--- src/logic/sensor_cmd_pkg.sv ---
// constants and carrier types for the single-wire sensor command layer
package sensor_cmd_pkg;

    // selection (identity-level) command codes
    localparam logic [7:0] CMD_SEARCH_ID  = 8'hf0;
    localparam logic [7:0] CMD_READ_ID    = 8'h33;
    localparam logic [7:0] CMD_MATCH_ID   = 8'h55;
    localparam logic [7:0] CMD_SKIP_ID    = 8'hcc;
    localparam logic [7:0] CMD_ALARM_SRCH = 8'hec;

    // function command codes
    localparam logic [7:0] CMD_CONVERT    = 8'h44;
    localparam logic [7:0] CMD_WRITE_SP   = 8'h4e;
    localparam logic [7:0] CMD_READ_SP    = 8'hbe;
    localparam logic [7:0] CMD_COPY_SP    = 8'h48;
    localparam logic [7:0] CMD_RELOAD     = 8'hb8;

    // scratchpad byte offsets
    localparam int SP_TEMP_OFS  = 0;
    localparam int SP_TH_OFS    = 2;
    localparam int SP_TL_OFS    = 3;
    localparam int SP_CFG_OFS   = 4;
    localparam int SP_CRC_OFS   = 8;
    localparam int SP_BYTES     = 9;

    // field positions and sizes
    localparam int CFG_RES_LSB  = 5;
    localparam int ID_BITS      = 64;
    localparam int CMD_BITS     = 8;
    localparam int WR_SP_BITS   = 24;
    localparam int SP_BITS      = SP_BYTES * 8;

    // fixed read values of reserved scratchpad content
    localparam logic [7:0] SP_RSVD_BYTE = 8'hff;
    localparam logic [7:0] CFG_FIXED    = 8'h1f;

    // values after reset
    localparam logic [15:0] TEMP_RST    = 16'h0000;
    localparam logic [7:0]  TH_RST      = 8'h00;
    localparam logic [7:0]  TL_RST      = 8'h00;
    localparam logic [1:0]  RES_RST     = 2'h3;

    // crc x^8+x^5+x^4+1, bit-reversed for lsb-first shifting
    localparam logic [7:0] CRC_POLY_REFL = 8'h8c;
    localparam logic [7:0] CRC_INIT      = 8'h00;

    // line-low reset time
    localparam int CLK_MHZ        = 250;
    localparam int LINE_RESET_US  = 480;
    localparam int LINE_RESET_CYC = LINE_RESET_US * CLK_MHZ;

    // thresholds and configuration moved to/from nonvolatile storage
    typedef struct packed {
        logic [7:0] th;
        logic [7:0] tl;
        logic [1:0] res;
    } nv_bytes_t;

    // result handed over by the converter
    typedef struct packed {
        logic [15:0] temp;
        logic        alarm;
    } conv_result_t;

endpackage

--- src/logic/crc8_calc.sv ---
// combinational lsb-first crc over a vector
module crc8_calc #(
    parameter int BITS = 64
) (
    input  wire logic [BITS-1:0] data,
    output logic      [7:0]      crc
);
    import sensor_cmd_pkg::*;

    always_comb begin
        logic fb;
        fb  = 1'b0;
        crc = CRC_INIT;
        for (int i = 0; i < BITS; i++) begin
            fb  = crc[0] ^ data[i];
            crc = {1'b0, crc[7:1]};
            if (fb) begin
                crc = crc ^ CRC_POLY_REFL;
            end
        end
    end
endmodule

--- src/logic/line_low_detect.sv ---
// synchronises the line and flags a low longer than the reset time
module line_low_detect #(
    parameter int LOW_CYC = 120000
) (
    input  wire logic clk,
    input  wire logic rst_b,
    input  wire logic ce,
    input  wire logic dq_in,
    output logic      long_low
);
    import sensor_cmd_pkg::*;

    typedef struct packed {
        logic        s1;
        logic        s2;
        logic [17:0] cnt;
        logic        fired;
    } det_t;

    localparam det_t DET_RST = '{s1: 1'b1, s2: 1'b1, cnt: '0, fired: 1'b0};

    det_t s_q;
    det_t s_d;

    always_comb begin
        s_d       = s_q;
        s_d.s1    = dq_in;
        s_d.s2    = s_q.s1;
        s_d.fired = 1'b0;
        if (s_q.s2) begin
            s_d.cnt = '0;
        end else if (s_q.cnt != 18'(LOW_CYC)) begin
            s_d.cnt = s_q.cnt + 18'h1;
            // one pulse when the low outlasts the reset time
            s_d.fired = (s_q.cnt == 18'(LOW_CYC - 1));
        end
    end

    always_ff @(posedge clk or negedge rst_b) begin
        if (!rst_b) begin
            s_q <= DET_RST;
        end else if (ce) begin
            s_q <= s_d;
        end
    end

    assign long_low = s_q.fired;
endmodule

--- src/logic/sensor_cmd_layer.sv ---
// command and transaction layer of the single-wire temperature sensor
// Notes on behaviour
// - reset, selection, function; otherwise stay silent
// - after either search, wait for reset
// - reset pulse starts transaction; presence answered below
// - decode five 8-bit selection commands
// - identity search takes part in elimination
// - read-identity sends all 64 id bits
// - match needs exact 64-bit match, else halt
// - skip selection addresses device without id
// - alarm search joins only with alarm set
// - convert starts conversion, stores two-byte result
// - write stores three bytes into 2,3,4
// - read sends bytes 0 to 8 lsb first
// - reset stops a scratchpad read anytime
// - copy sends bytes 2 to 4 to storage
// - reload refills 2-4; reads show 0/1 status
// - reload runs by itself after power-up
// - all bytes travel lsb first
// - crc over bytes 0-7, x^8+x^5+x^4+1
// - line low past 480 us resets sequence
module sensor_cmd_layer
    import sensor_cmd_pkg::*;
#(
    parameter int LINE_LOW_CYC = sensor_cmd_pkg::LINE_RESET_CYC
) (
    input  wire logic                        MCLK,
    input  wire logic                        RST_B,
    input  wire logic                        CE,
    input  wire logic                        DQ_IN,
    input  wire logic                        SLOT_RESET,
    input  wire logic                        WR_BIT_VLD,
    input  wire logic                        WR_BIT,
    input  wire logic                        RD_SLOT,
    output logic                             RD_BIT,
    input  wire logic [63:0]                 ROM_ID,
    output logic                             CONV_START,
    output logic [1:0]                       CONV_RES,
    input  wire logic                        CONV_DONE,
    input  wire sensor_cmd_pkg::conv_result_t CONV_RESULT,
    output logic                             NV_COPY_REQ,
    output sensor_cmd_pkg::nv_bytes_t        NV_WR_DATA,
    input  wire logic                        NV_COPY_DONE,
    output logic                             NV_RELOAD_REQ,
    input  wire logic                        NV_RELOAD_DONE,
    input  wire sensor_cmd_pkg::nv_bytes_t   NV_RD_DATA,
    output logic                             BUSY
);
    import sensor_cmd_pkg::*;

    typedef enum logic [3:0] {
        S_IDLE,
        S_ROM_CMD,
        S_SEARCH,
        S_READ_ID,
        S_MATCH,
        S_FUNC_CMD,
        S_WRITE_SP,
        S_READ_SP,
        S_RELOAD_STAT,
        S_HALT
    } phase_t;

    typedef struct packed {
        phase_t      st;
        logic [6:0]  idx;
        logic [1:0]  sub;
        logic [7:0]  sh;
        logic [15:0] temp;
        logic [7:0]  th;
        logic [7:0]  tl;
        logic [1:0]  res;
        logic        alarm;
        logic        conv_busy;
        logic        copy_busy;
        logic        reload_busy;
        logic        pwrup_done;
        logic        rd_bit;
        logic        conv_start;
        logic        copy_req;
        logic        reload_req;
        logic        busy;
    } state_t;

    localparam state_t ST_RST = '{
        st: S_IDLE, idx: '0, sub: '0, sh: '0, temp: TEMP_RST,
        th: TH_RST, tl: TL_RST, res: RES_RST, alarm: 1'b0,
        conv_busy: 1'b0, copy_busy: 1'b0, reload_busy: 1'b0,
        pwrup_done: 1'b0, rd_bit: 1'b1, conv_start: 1'b0,
        copy_req: 1'b0, reload_req: 1'b0, busy: 1'b0
    };

    state_t       s_q;
    state_t       s_d;
    logic         long_low;
    logic [63:0]  sp_body;
    logic [7:0]   sp_crc;
    logic [71:0]  sp_next;
    logic [7:0]   cmd_byte;
    logic [7:0]   cfg_byte;
    logic         id_bit;

    line_low_detect #(
        .LOW_CYC (LINE_LOW_CYC)
    ) u_low (
        .clk      (MCLK),
        .rst_b    (RST_B),
        .ce       (CE),
        .dq_in    (DQ_IN),
        .long_low (long_low)
    );

    // scratchpad image from registered values, no loop through s_d
    always_comb begin
        cfg_byte = CFG_FIXED;
        cfg_byte[CFG_RES_LSB +: 2] = s_q.res;
        sp_body  = {SP_RSVD_BYTE, SP_RSVD_BYTE, SP_RSVD_BYTE, cfg_byte,
                    s_q.tl, s_q.th, s_q.temp};
        sp_next  = {sp_crc, sp_body};
    end

    crc8_calc #(
        .BITS (64)
    ) u_crc (
        .data (sp_body),
        .crc  (sp_crc)
    );

    // byte completing with the current write slot, lsb first
    assign cmd_byte = {WR_BIT, s_q.sh[7:1]};
    assign id_bit   = ROM_ID[s_q.idx[5:0]];

    always_comb begin
        s_d            = s_q;
        s_d.conv_start = 1'b0;
        s_d.copy_req   = 1'b0;
        s_d.reload_req = 1'b0;

        if (CONV_DONE) begin
            s_d.temp      = CONV_RESULT.temp;
            s_d.alarm     = CONV_RESULT.alarm;
            s_d.conv_busy = 1'b0;
        end
        if (NV_COPY_DONE) begin
            s_d.copy_busy = 1'b0;
        end
        // reload lands in bytes 2 to 4
        if (NV_RELOAD_DONE) begin
            s_d.th          = NV_RD_DATA.th;
            s_d.tl          = NV_RD_DATA.tl;
            s_d.res         = NV_RD_DATA.res;
            s_d.reload_busy = 1'b0;
        end
        if (!s_q.pwrup_done) begin
            s_d.pwrup_done  = 1'b1;
            s_d.reload_req  = 1'b1;
            s_d.reload_busy = 1'b1;
        end

        case (s_q.st)
            S_ROM_CMD: begin
                if (WR_BIT_VLD) begin
                    s_d.sh  = cmd_byte;
                    s_d.idx = s_q.idx + 7'h1;
                    if (s_q.idx == 7'(CMD_BITS - 1)) begin
                        s_d.idx = '0;
                        s_d.sub = '0;
                        case (cmd_byte)
                            CMD_SEARCH_ID:  s_d.st = S_SEARCH;
                            CMD_ALARM_SRCH: begin
                                s_d.st = s_q.alarm ? S_SEARCH : S_HALT;
                            end
                            CMD_READ_ID:    s_d.st = S_READ_ID;
                            CMD_MATCH_ID:   s_d.st = S_MATCH;
                            CMD_SKIP_ID:    s_d.st = S_FUNC_CMD;
                            default:        s_d.st = S_HALT;
                        endcase
                    end
                end
            end
            S_SEARCH: begin
                if (RD_SLOT && s_q.sub != 2'h2) begin
                    s_d.sub = s_q.sub + 2'h1;
                end else if (WR_BIT_VLD && s_q.sub == 2'h2) begin
                    s_d.sub = '0;
                    s_d.idx = s_q.idx + 7'h1;
                    if (WR_BIT != id_bit) begin
                        s_d.st = S_HALT;
                    end else if (s_q.idx == 7'(ID_BITS - 1)) begin
                        s_d.st = S_HALT;
                    end
                end
            end
            S_READ_ID: begin
                if (RD_SLOT) begin
                    s_d.idx = s_q.idx + 7'h1;
                    if (s_q.idx == 7'(ID_BITS - 1)) begin
                        s_d.idx = '0;
                        s_d.st  = S_FUNC_CMD;
                    end
                end
            end
            S_MATCH: begin
                if (WR_BIT_VLD) begin
                    s_d.idx = s_q.idx + 7'h1;
                    if (WR_BIT != id_bit) begin
                        s_d.st = S_HALT;
                    end else if (s_q.idx == 7'(ID_BITS - 1)) begin
                        s_d.idx = '0;
                        s_d.st  = S_FUNC_CMD;
                    end
                end
            end
            S_FUNC_CMD: begin
                if (WR_BIT_VLD) begin
                    s_d.sh  = cmd_byte;
                    s_d.idx = s_q.idx + 7'h1;
                    if (s_q.idx == 7'(CMD_BITS - 1)) begin
                        s_d.idx = '0;
                        s_d.st  = S_HALT;
                        case (cmd_byte)
                            CMD_CONVERT: begin
                                s_d.conv_start = 1'b1;
                                s_d.conv_busy  = 1'b1;
                            end
                            CMD_WRITE_SP: s_d.st = S_WRITE_SP;
                            CMD_READ_SP:  s_d.st = S_READ_SP;
                            CMD_COPY_SP: begin
                                s_d.copy_req  = 1'b1;
                                s_d.copy_busy = 1'b1;
                            end
                            CMD_RELOAD: begin
                                s_d.reload_req  = 1'b1;
                                s_d.reload_busy = 1'b1;
                                s_d.st          = S_RELOAD_STAT;
                            end
                            default: s_d.st = S_HALT;
                        endcase
                    end
                end
            end
            // three bytes into th, tl, configuration
            S_WRITE_SP: begin
                if (WR_BIT_VLD) begin
                    s_d.sh  = cmd_byte;
                    s_d.idx = s_q.idx + 7'h1;
                    if (s_q.idx[2:0] == 3'h7) begin
                        case (s_q.idx[4:3])
                            2'h0:    s_d.th  = cmd_byte;
                            2'h1:    s_d.tl  = cmd_byte;
                            default: s_d.res = cmd_byte[CFG_RES_LSB +: 2];
                        endcase
                    end
                    if (s_q.idx == 7'(WR_SP_BITS - 1)) begin
                        s_d.st = S_HALT;
                    end
                end
            end
            // scratchpad out, byte 0 to crc
            S_READ_SP: begin
                if (RD_SLOT && s_q.idx != 7'(SP_BITS)) begin
                    s_d.idx = s_q.idx + 7'h1;
                end
            end
            default: begin
            end
        endcase

        if (long_low) begin
            s_d.st  = S_IDLE;
            s_d.idx = '0;
            s_d.sub = '0;
        end
        // reset and presence open a transaction
        // also ends any read in progress
        if (SLOT_RESET) begin
            s_d.st  = S_ROM_CMD;
            s_d.idx = '0;
            s_d.sub = '0;
        end

        // released line (1) unless in a sending phase
        case (s_d.st)
            S_READ_ID: s_d.rd_bit = ROM_ID[s_d.idx[5:0]];
            S_SEARCH: begin
                case (s_d.sub)
                    2'h0:    s_d.rd_bit = ROM_ID[s_d.idx[5:0]];
                    2'h1:    s_d.rd_bit = ~ROM_ID[s_d.idx[5:0]];
                    default: s_d.rd_bit = 1'b1;
                endcase
            end
            S_READ_SP: begin
                if (s_d.idx < 7'(SP_BITS)) begin
                    s_d.rd_bit = sp_next[s_d.idx];
                end else begin
                    s_d.rd_bit = 1'b1;
                end
            end
            // 0 while reloading, 1 when done
            S_RELOAD_STAT: s_d.rd_bit = ~s_d.reload_busy;
            default:       s_d.rd_bit = 1'b1;
        endcase
        s_d.busy = s_d.conv_busy | s_d.copy_busy | s_d.reload_busy;
    end

    always_ff @(posedge MCLK or negedge RST_B) begin
        if (!RST_B) begin
            s_q <= ST_RST;
        end else if (CE) begin
            s_q <= s_d;
        end
    end

    assign RD_BIT        = s_q.rd_bit;
    assign CONV_START    = s_q.conv_start;
    assign CONV_RES      = s_q.res;
    assign NV_COPY_REQ   = s_q.copy_req;
    assign NV_WR_DATA    = '{th: s_q.th, tl: s_q.tl, res: s_q.res};
    assign NV_RELOAD_REQ = s_q.reload_req;
    assign BUSY          = s_q.busy;
endmodule

--- config.mk ---
export PLATFORM = sky130hd
export DESIGN_NAME = sensor_cmd_layer
export DESIGN_NICKNAME = d
export VERILOG_FILES = /design/src/logic/sensor_cmd_pkg.sv /design/src/logic/crc8_calc.sv /design/src/logic/line_low_detect.sv /design/src/logic/sensor_cmd_layer.sv
export SDC_FILE = /design/constraint.sdc
export NUM_CORES = 1
export LEC_CHECK = 0
export BUFFER_PORTS_ARGS = -buffer_cell sky130_fd_sc_hd__buf_2
export CAP_MARGIN = 20
export CORE_ASPECT_RATIO = 0.5
export CORE_MARGIN = 4
export CORE_UTILIZATION = 60
export CTS_BUF_LIST = sky130_fd_sc_hd__clkbuf_16
export DETAILED_ROUTE_END_ITERATION = 6
export GPL_ROUTABILITY_DRIVEN = 0
export GPL_TIMING_DRIVEN = 0
export PLACE_DENSITY = 0.85
export SLEW_MARGIN = 20
export SYNTH_ARGS = -nofsm -noshare
export SYNTH_HDL_FRONTEND = slang
export SYNTH_SLANG_ARGS = --single-unit
--- constraint.sdc ---
create_clock -name MCLK -period 11.85 [get_ports MCLK]
set_clock_uncertainty 0.1 [all_clocks]
set_input_delay 1.185 -clock MCLK [delete_from_list [all_inputs] [get_ports MCLK]]
set_output_delay 1.185 -clock MCLK [all_outputs]
set_load 0.05 [all_outputs]
Word level (Yosys, flattened, before mapping)
Cells that the tools add are included.
{"block": "classes", "addsub": 3, "n_bitwise": 100, "n_reduce_logical": 12, "n_mux": 127, "order_cmp": 4, "eq_ne": 35}
{"operator": "$mux 8", "count": 67}
{"operator": "$not 2->3", "count": 63}
{"operator": "$mux 18", "count": 5}
{"operator": "$mux 11", "count": 7}
{"operator": "$mux 13", "count": 4}
{"operator": "$pmux 7 s7", "count": 1}
{"operator": "$eq 8x8->1 const B", "count": 5}
{"operator": "$xor 1x1->1", "count": 33}
{"operator": "$eq 8x7->1 const B", "count": 4}
{"operator": "$pmux 4 s6", "count": 1}
{"operator": "$mux 21", "count": 1}
{"operator": "$eq 4x3->1 const B", "count": 5}
{"operator": "$mux 4", "count": 5}
{"operator": "$pmux 4 s5", "count": 1}
{"operator": "$mux 19", "count": 1}
{"operator": "$add 18x1->18 const B", "count": 1}
{"operator": "$eq 18x17->1 const B", "count": 1}
{"operator": "$mux 3", "count": 6}
{"operator": "$ne 18x17->1 const B", "count": 1}
{"operator": "$eq 4x2->1 const B", "count": 4}
{"operator": "$pmux 8 s2", "count": 1}
{"operator": "$mux 1", "count": 15}
{"operator": "$lt 6x7->1 const B", "count": 2}
{"operator": "$mux 7", "count": 2}
{"operator": "other kinds (32)", "count": 45}
{"block": "totals", "register_bits": 86, "elab_cells": 303, "input_bits": 110, "output_inout_bits": 25}

Logic depth before layout (Yosys ltp)
Gate-level depths: netlist (run 1).
{"block": "logic_depth", "ltp_word": 131, "depth_mapped": 20, "ltp_nobuf": 16}

By module
From an unflattened synthesis (run 1), not the netlist that was laid out.
{"block": "unflattened", "cells_unflattened": 1013, "hier_area_um2": 9664.3}
{"mod": "sensor_cmd_layer", "area_each_um2": 6097.1, "seq_area_each_um2": 1605.3, "cells_per_inst": 721, "n_inst": 1}
{"mod": "crc8_calc", "area_each_um2": 2265.9, "seq_area_each_um2": 0.0, "cells_per_inst": 164, "n_inst": 1}
{"mod": "line_low_detect", "area_each_um2": 1301.2, "seq_area_each_um2": 528.0, "cells_per_inst": 128, "n_inst": 1}

Least setup slack after synthesis (run 1)
OpenSTA, ideal clock, no wires.
{"block": "synth_path", "kind": "input to register", "startpoint": "input port ROM_ID[11]", "endpoint": "register s_q (netlist bit RD_BIT)", "path_buffers": 1, "cell_stages": 15, "setup_time_ns": 0.083, "required_ns": 11.667, "path_slack_ns": 7.189, "t_arrival_ns": 4.477, "cell_sequence": "mux2i_1 a22oi_1 a211oi_1 or4_4 mux2_4 xnor2_4 o2111ai_4 buf_2 mux4_1 a22oi_1 nand3_1 nand4_2 mux2i_1 a221oi_2 o32a_1"}
{"block": "synth_via", "elab_chain_len": 13, "word_cells_on_any_way": 26, "classes_between": "order compare (1); eq/ne (5); mux (19); bitwise (1)"}
{"item": "start: declaration", "line": "sensor_cmd_layer.sv:36", "text": "input wire logic [63:0] ROM_ID,"}
{"item": "$bmux 1 s6", "line": "sensor_cmd_layer.sv:131", "text": "assign id_bit = ROM_ID[s_q.idx[5:0]];"}
{"item": "$mux 1 (not written as such)", "line": "sensor_cmd_layer.sv:131"}
{"item": "$ne 1x1->1", "line": "sensor_cmd_layer.sv:187, sensor_cmd_layer.sv:206"}
{"item": "$mux 7", "line": "sensor_cmd_layer.sv:206", "text": "if (WR_BIT != id_bit) begin"}
{"item": "$mux 11", "line": "sensor_cmd_layer.sv:204", "text": "if (WR_BIT_VLD) begin"}
{"item": "$pmux 7 s7", "line": "sensor_cmd_layer.sv:160", "text": "case (s_q.st)"}
{"item": "$mux 13", "line": "sensor_cmd_layer.sv:269", "text": "if (long_low) begin"}
{"item": "$mux 13", "line": "sensor_cmd_layer.sv:276", "text": "if (SLOT_RESET) begin"}
{"item": "$bmux 1 s6", "line": "sensor_cmd_layer.sv:284, sensor_cmd_layer.sv:287, sensor_cmd_layer.sv:288"}
{"item": "$mux 1 (not written as such)", "line": "sensor_cmd_layer.sv:284, sensor_cmd_layer.sv:287, sensor_cmd_layer.sv:288"}
{"item": "$not 1->1", "line": "sensor_cmd_layer.sv:288", "text": "2'h1: s_d.rd_bit = ~ROM_ID[s_d.idx[5:0]];"}
{"item": "$pmux 1 s2", "line": "sensor_cmd_layer.sv:286", "text": "case (s_d.sub)"}
{"item": "$pmux 1 s4 (*)", "line": "sensor_cmd_layer.sv:283", "text": "case (s_d.st)"}
{"item": "end signal: assignment", "line": "sensor_cmd_layer.sv:308", "text": "s_q <= ST_RST;"}
{"item": "end signal: assignment", "line": "sensor_cmd_layer.sv:310", "text": "s_q <= s_d;"}
{"item": "end: declaration", "line": "sensor_cmd_layer.sv:93", "text": "state_t s_q;"}
Every way passes the cells marked *; elsewhere a longest branch is shown, timed or not. The select of a mux whose other input is x is not followed.
A chain may end at the register's enable or synchronous reset.

Final worst setup path (run 1)
{"block": "layout_path", "startpoint": "input port ROM_ID[49]", "endpoint": "register s_q (netlist bit RD_BIT)"}
The elaborated chain is that of the path after synthesis.

==> impl_metrics.env, run 1 <==
export IMPL_status="completed"
export IMPL_htreeDepth=3
export IMPL_syn_num_nets=969
export IMPL_register_area_mm2=0.00213
export IMPL_clkSlewWorstSetupHoldPaths_ps=70
export IMPL_cts_sinks=85
export IMPL_fin_crit_ps=5140
export IMPL_cts_tree="done"
export IMPL_synth_most_common_cell="nor2_1"
export IMPL_first_pass_iters=6
export IMPL_core_rowCount=29
export IMPL_finalSetupViolations=0
export IMPL_synth_main_ff_cell="dfrtp_1"
export IMPL_dp_hpwl_um=18100
export IMPL_criticalPathCategory="input port to flip-flop"
export IMPL_fin_setup_tns_ps=0
export IMPL_drive_gt1_share_pct=24.2
export IMPL_portBuffers=133
export IMPL_yosysSeqAreaShare_pct=27.3
export IMPL_route_detailed_drc=0
export IMPL_grt_max_degree=51
export IMPL_utilization_pct=71.1
export IMPL_synth_edf_count=0
export IMPL_wl_per_cell_um=20.3
export IMPL_layout_nets=1114
export IMPL_fmax_mhz=195
export IMPL_synth_area_leader_cell="dfrtp_1"
export IMPL_multi_input_area_mm2=0.00518
export IMPL_cts_buffers=9
export IMPL_worst_path_max_fanout=10
export IMPL_hold_ws_ps=387
export IMPL_antennaDiodeCount=0
export IMPL_yosys_register_bits=85
export IMPL_io_pins=135
export IMPL_first_global_vias=7496
export IMPL_antenna_found_initial=0
export IMPL_powerDensity_mw_per_mm2=289
export IMPL_cp_end_kind="flip-flop"
export IMPL_drt_iter0_markers=948
export IMPL_startpoint_type="input port"
export IMPL_synth_top_area_share_pct=25.7
export IMPL_finalHoldViolCount=0
export IMPL_cts_setup_buffers=0
export IMPL_synth_warnings=0
export IMPL_core_area_mm2=0.0127
export IMPL_clock_latency_ps=350
export IMPL_cts_hold_buffers_added=0
export IMPL_ys_types=80
export IMPL_die_area_mm2=0.0150
export IMPL_hold_class="flip-flop to flip-flop"
export IMPL_cts_resized=0
export IMPL_cp_arrival_ps=5320
export IMPL_fill_cells=930
export IMPL_syn_avg_cell_area_um2=9.15
export IMPL_ir_worst_vdd_mv=0.477
export IMPL_overflow=0
export IMPL_tightest_slew_ps=934
export IMPL_dpl_cell_area_mm2=0.00872
export IMPL_viasPerCell=6.52
export IMPL_synthCells=853
export IMPL_synthesis_area_mm2=0.00780
export IMPL_routed_wl_um=23800
export IMPL_die_w_um=169
export IMPL_slew_violations=0
export IMPL_clockBufferDepth=2
export IMPL_design_area_mm2=0.00903
export IMPL_vias=7646
export IMPL_grt_first_pass_wirelength_um=37300
export IMPL_antenna_left=0
export IMPL_power_mw=2.61
export IMPL_start_util_pct=61.4
export IMPL_crit_required_ps=12030
export IMPL_fin_crit_sh_pct=43.4
export IMPL_max_cap_violations=0
export IMPL_grt_usage_pct=31.2
export IMPL_synthArstFlopShare_pct=100
export IMPL_ys_top_cells_by_count="nor2_1, dfrtp_1, nand2_1, xnor2_1, a21oi_1"
export IMPL_rsz0062_at_grt="false"
export IMPL_die_h_um=88.6
export IMPL_slew_headroom_pct=37.2
export IMPL_leakage_nw=3.93
export IMPL_cts_root_buf="clkbuf_16"
export IMPL_area_growth_pct=15.7
export IMPL_synth_top_cells_by_area="dfrtp_1, xnor2_1, mux4_1"
[metrics by stage]
step	worst slack, ps	std cells
after floorplan	7190	853
after global placement	6660	1156
after detailed placement	6560	1157
after CTS	6820	1173
after global routing	6540	1173
final	6710	1173
[flip-flops by register name (all words and copies together), names as in the netlist]
name and cells:
NV_RELOAD_REQ 1, RD_BIT 1, u_low.s_q 19, s_q 34, BUSY 1, u_low.long_low 1, CONV_START 1, CONV_RES 2
u_low.s_d 1, NV_WR_DATA 16, cmd_byte 7, NV_COPY_REQ 1
[layer usage]
layer	global-route usage, %	vias up	wire length (um)
met5	0	-	0
met4	9.06	0	505
met3	9.68	70	2890
met2	51.4	527	11000
met1	40.4	3622	9330
li1	-	3427	-
[final timing paths]
path / end / start / slack, ps / depth (start not counted)
max: RD_BIT$_DFFE_PN1P_ / ROM_ID[49] / 6710 / 15
min: s_q[8]$_DFFE_PN0P_ / s_q[8]$_DFFE_PN0P_ / 390 / 2
max reg2reg: RD_BIT$_DFFE_PN1P_ / s_q[57]$_DFFE_PN0P_ / 6770 / 16
min reg2reg: s_q[8]$_DFFE_PN0P_ / s_q[8]$_DFFE_PN0P_ / 390 / 2
max in group asynchronous: u_low.s_q[19]$_DFFE_PN1P_ / RST_B / 10290 / 2
min in group asynchronous: s_q[64]$_DFFE_PN0P_ / RST_B / 700 / 1
[area by class of cell]
class                      instances  share of cell area, %
buffer                            69                   4.49
sequential                        85                   23.6
tap                              170                   2.36
clock buffer                       9                   2.49
multi-input combinational        676                   57.4
timing repair buffer             134                   7.71
inverter                          23                  0.956
clock inverter                     7                  0.956
[power by group]
group / leakage [nW] / internal [mW] / switching (mW)
registers: 1.05 / 0.323 / 0.0393
logic: 2.72 / 1.01 / 0.939
clock network: 0.151 / 0.169 / 0.131
[kinds of logic after synthesis]
logic type / after synthesis / share of synthesized area, %
flops: 85 / 27.3
simple gates: 286 / 18.3
xor+xnor: 98 / 13.8
mux: 92 / 16.6
buf+inv: 92 / 6.30
fa+ha+maj: 6 / 0.962
compound gates: 194 / 16.7
[layout by cell type (no fill, tap or decap), types with 22 or more instances in the layout]
cell / synthesis / routed
a22oi_1: 23 / 23
nand2_1: 72 / 72
inv_1: 22 / 22
o21ai_0: 40 / 40
dfrtp_1: 80 / 80
buf_2: 7 / 139
a21oi_1: 42 / 42
clkbuf_1: 33 / 33
mux2i_1: 39 / 39
nand3_1: 28 / 28
nor2_1: 84 / 84
o22ai_1: 22 / 22
xnor2_1: 53 / 53
xor2_1: 29 / 29
mux2_2: 31 / 31
[critical path, stage by stage]
cell	delay [ps]
buf_2	110
mux4_1	510
nor3b_1	170
o41ai_2	390
xnor2_1	140
a22o_1	350
o31ai_1	350
buf_2	350
buf_2	340
mux4_2	400
a211oi_1	290
nand3_1	110
a31oi_1	190
nor3b_1	100
o32a_1	340
Power figures use the tool's default switching activity.
==> run 2: changes to the inputs <==
- CORE_UTILIZATION: 60 -> 58
- PLACE_DENSITY: 0.85 -> 0.82
- clock period: 11.85 -> 5.4 ns (I/O delays scaled with it)
==> run 2 against run 1 <==
  * Die area increased by 3.2%
  * Register-to-register slack worse by 6400 ps
  * First-iteration DRC count down 9.6%
  * Non-clock buffer count did not move
  * Largest cell class unchanged
  * Critical path depth grew 1
  * Flip-flop and latch count stayed put
  * Final cell count stayed put
  * Combinational power rose by 120%
  * Worst hold slack got worse by 290 ps
  * Via count is the same
  * Total power increased by 120%
  * Critical path type is now flip-flop to flip-flop
  * Setup slack got worse by 6300 ps
==> impl_metrics.env, run 2 (synthesized netlist as in run 1, its figures left out) <==
export IMPL_overflow=0
export IMPL_route_detailed_drc=0
export IMPL_antenna_left=0
export IMPL_status="completed"
export IMPL_top_register="s_q"
export IMPL_finalHoldViolCount=0
export IMPL_register_area_mm2=0.00213
export IMPL_routed_wl_um=24100
export IMPL_fill_cells=1011
export IMPL_hold_ws_ps=92.8
export IMPL_dp_cells=1157
export IMPL_powerDensity_mw_per_mm2=643
export IMPL_core_rowCount=29
export IMPL_criticalPathCategory="flip-flop to flip-flop"
export IMPL_leakage_nw=3.92
export IMPL_largest_reg_flops=34
export IMPL_antennaDiodeCount=0
export IMPL_fin_crit_ps=5010
export IMPL_cts_hold_buffers_added=0
export IMPL_fmax_mhz=200
export IMPL_cp_arrival_ps=5190
export IMPL_clock_latency_ps=350
export IMPL_worstPathCellList="inv_1 -> clkbuf_1 -> mux4_2 -> a22oi_1 -> o41ai_2 -> mux2_4 -> xnor2_4 -> o2111ai_4 -> buf_2 -> mux4_1 -> a22oi_1 -> nand3_1 -> nand4_2 -> mux2i_1 -> a221oi_2 -> o32a_1"
export IMPL_p_int_mw=3.28
export IMPL_clkPwrFrac_pct=11.2
export IMPL_multi_input_area_mm2=0.00518
export IMPL_fin_setup_tns_ps=0
export IMPL_pre_cts_ws_ps=554
export IMPL_vias=7646
export IMPL_clockBufferDepth=2
export IMPL_startpoint_type="flip-flop"
export IMPL_cts_setup_buffers=0
export IMPL_path_buf_inv=3
export IMPL_grt_first_pass_wirelength_um=38300
export IMPL_cts_sinks=85
export IMPL_cts_buffers=9
export IMPL_fin_cells=1173
export IMPL_die_w_um=172
export IMPL_max_cap_violations=0
export IMPL_clkSlewWorstSetupHoldPaths_ps=70
export IMPL_slew_violations=0
export IMPL_cpMostUsedCell="a22oi_1"
export IMPL_fin_crit_sh_pct=92.8
export IMPL_first_pass_iters=6
export IMPL_drt_iter0_markers=857
export IMPL_rsz0062_at_grt="false"
export IMPL_antenna_found_initial=0
export IMPL_cts_tree="done"
export IMPL_worst_path_max_fanout=10
export IMPL_pwr_share_seq_pct=13.7
export IMPL_slew_headroom_pct=39.1
export IMPL_core_area_mm2=0.0129
export IMPL_combPwrFrac_pct=75.2
export IMPL_cts_root_buf="clkbuf_16"
export IMPL_slowest_stage="mux4_1"
export IMPL_ir_worst_vdd_mv=1.15
export IMPL_power_mw=5.80
export IMPL_start_util_pct=60.4
export IMPL_layout_nets=1114
export IMPL_layout_commonest_cell="buf_2"
export IMPL_drive_gt1_share_pct=24.2
export IMPL_io_pins=135
export IMPL_crit_required_ps=5580
export IMPL_cp_top_family="multiplexers"
export IMPL_wl_per_cell_um=20.6
export IMPL_cts_resized=0
export IMPL_swShare_pct=43.4
export IMPL_first_global_vias=7453
export IMPL_area_growth_pct=15.5
export IMPL_portBuffers=133
export IMPL_die_area_mm2=0.0155
export IMPL_switchingPower_mw=2.52
export IMPL_final_cell_mix="buf_2, nor2_1, dfrtp_1, nand2_1, xnor2_1"
export IMPL_htreeDepth=3
export IMPL_finalSetupViolations=0
export IMPL_viasPerCell=6.52
export IMPL_cp_slowest_stage_delay_ps=630
export IMPL_dp_hpwl_um=18400
export IMPL_cp_end_kind="flip-flop"
export IMPL_setup_ws_ps=389
export IMPL_hold_class="input port to asynchronous set/reset pin"
export IMPL_tightest_slew_ps=906
export IMPL_die_h_um=90.0
export IMPL_grt_usage_pct=30.6
export IMPL_grt_max_degree=49
run 2: final cells by class:
class	count	share of cell area, %
inverter	23	0.958
sequential	85	23.7
clock buffer	9	2.50
multi-input combinational	676	57.5
clock inverter	7	0.888
buffer	69	4.50
timing repair buffer	134	7.63
tap	170	2.36
run 2: path summary, 6_finish.rpt:
check                               startpoint                       to  slack, ps  depth (start not counted)
max                        s_q[57]$_DFFE_PN0P_       RD_BIT$_DFFE_PN1P_        390                         16
min                                      RST_B      s_q[36]$_DFFE_PN0P_         90                          1
max reg2reg                s_q[57]$_DFFE_PN0P_       RD_BIT$_DFFE_PN1P_        390                         16
min reg2reg                 s_q[7]$_DFFE_PN0P_       s_q[7]$_DFFE_PN0P_        380                          2
max in group asynchronous                RST_B  CONV_RES[0]$_DFFE_PN1P_       4400                          2
min in group MCLK              CONV_RESULT[11]      s_q[38]$_DFFE_PN0P_        310                          2
run 2: power by group through the flow:
stage	Sequential [mW]	Clock (mW)	Combinational [mW]
5_1_grt	0.802	0.675	4.61
3_3_place_gp	0.800	0	4.06
4_1_cts	0.791	0.650	4.31
2_1_floorplan	0.775	0	3.62
3_5_place_dp	0.803	0	4.29
6_report	0.794	0.648	4.36
run 2: per-layer routing:
layer | global-route usage (%) | share of wire, % | routed length (um) | up-vias
met5 | 0 | 0 | 0 | -
met4 | 9.42 | 2.4 | 590 | 0
met3 | 7.01 | 12 | 2790 | 77
met2 | 48.5 | 46 | 11000 | 510
met1 | 41.9 | 40 | 9710 | 3631
li1 | - | - | - | 3428
run 2: per-stage QoR:
| stage | cell area, um^2 | util [%] |
|---|---|---|
| 2_1_floorplan | 7800 | - |
| 3_3_place_gp | 8680 | 67.2 |
| 3_5_place_dp | 8710 | 67.4 |
| 4_1_cts | 9010 | 69.8 |
| 5_1_grt | 9010 | 69.8 |
| 6_report | 9010 | 69.8 |
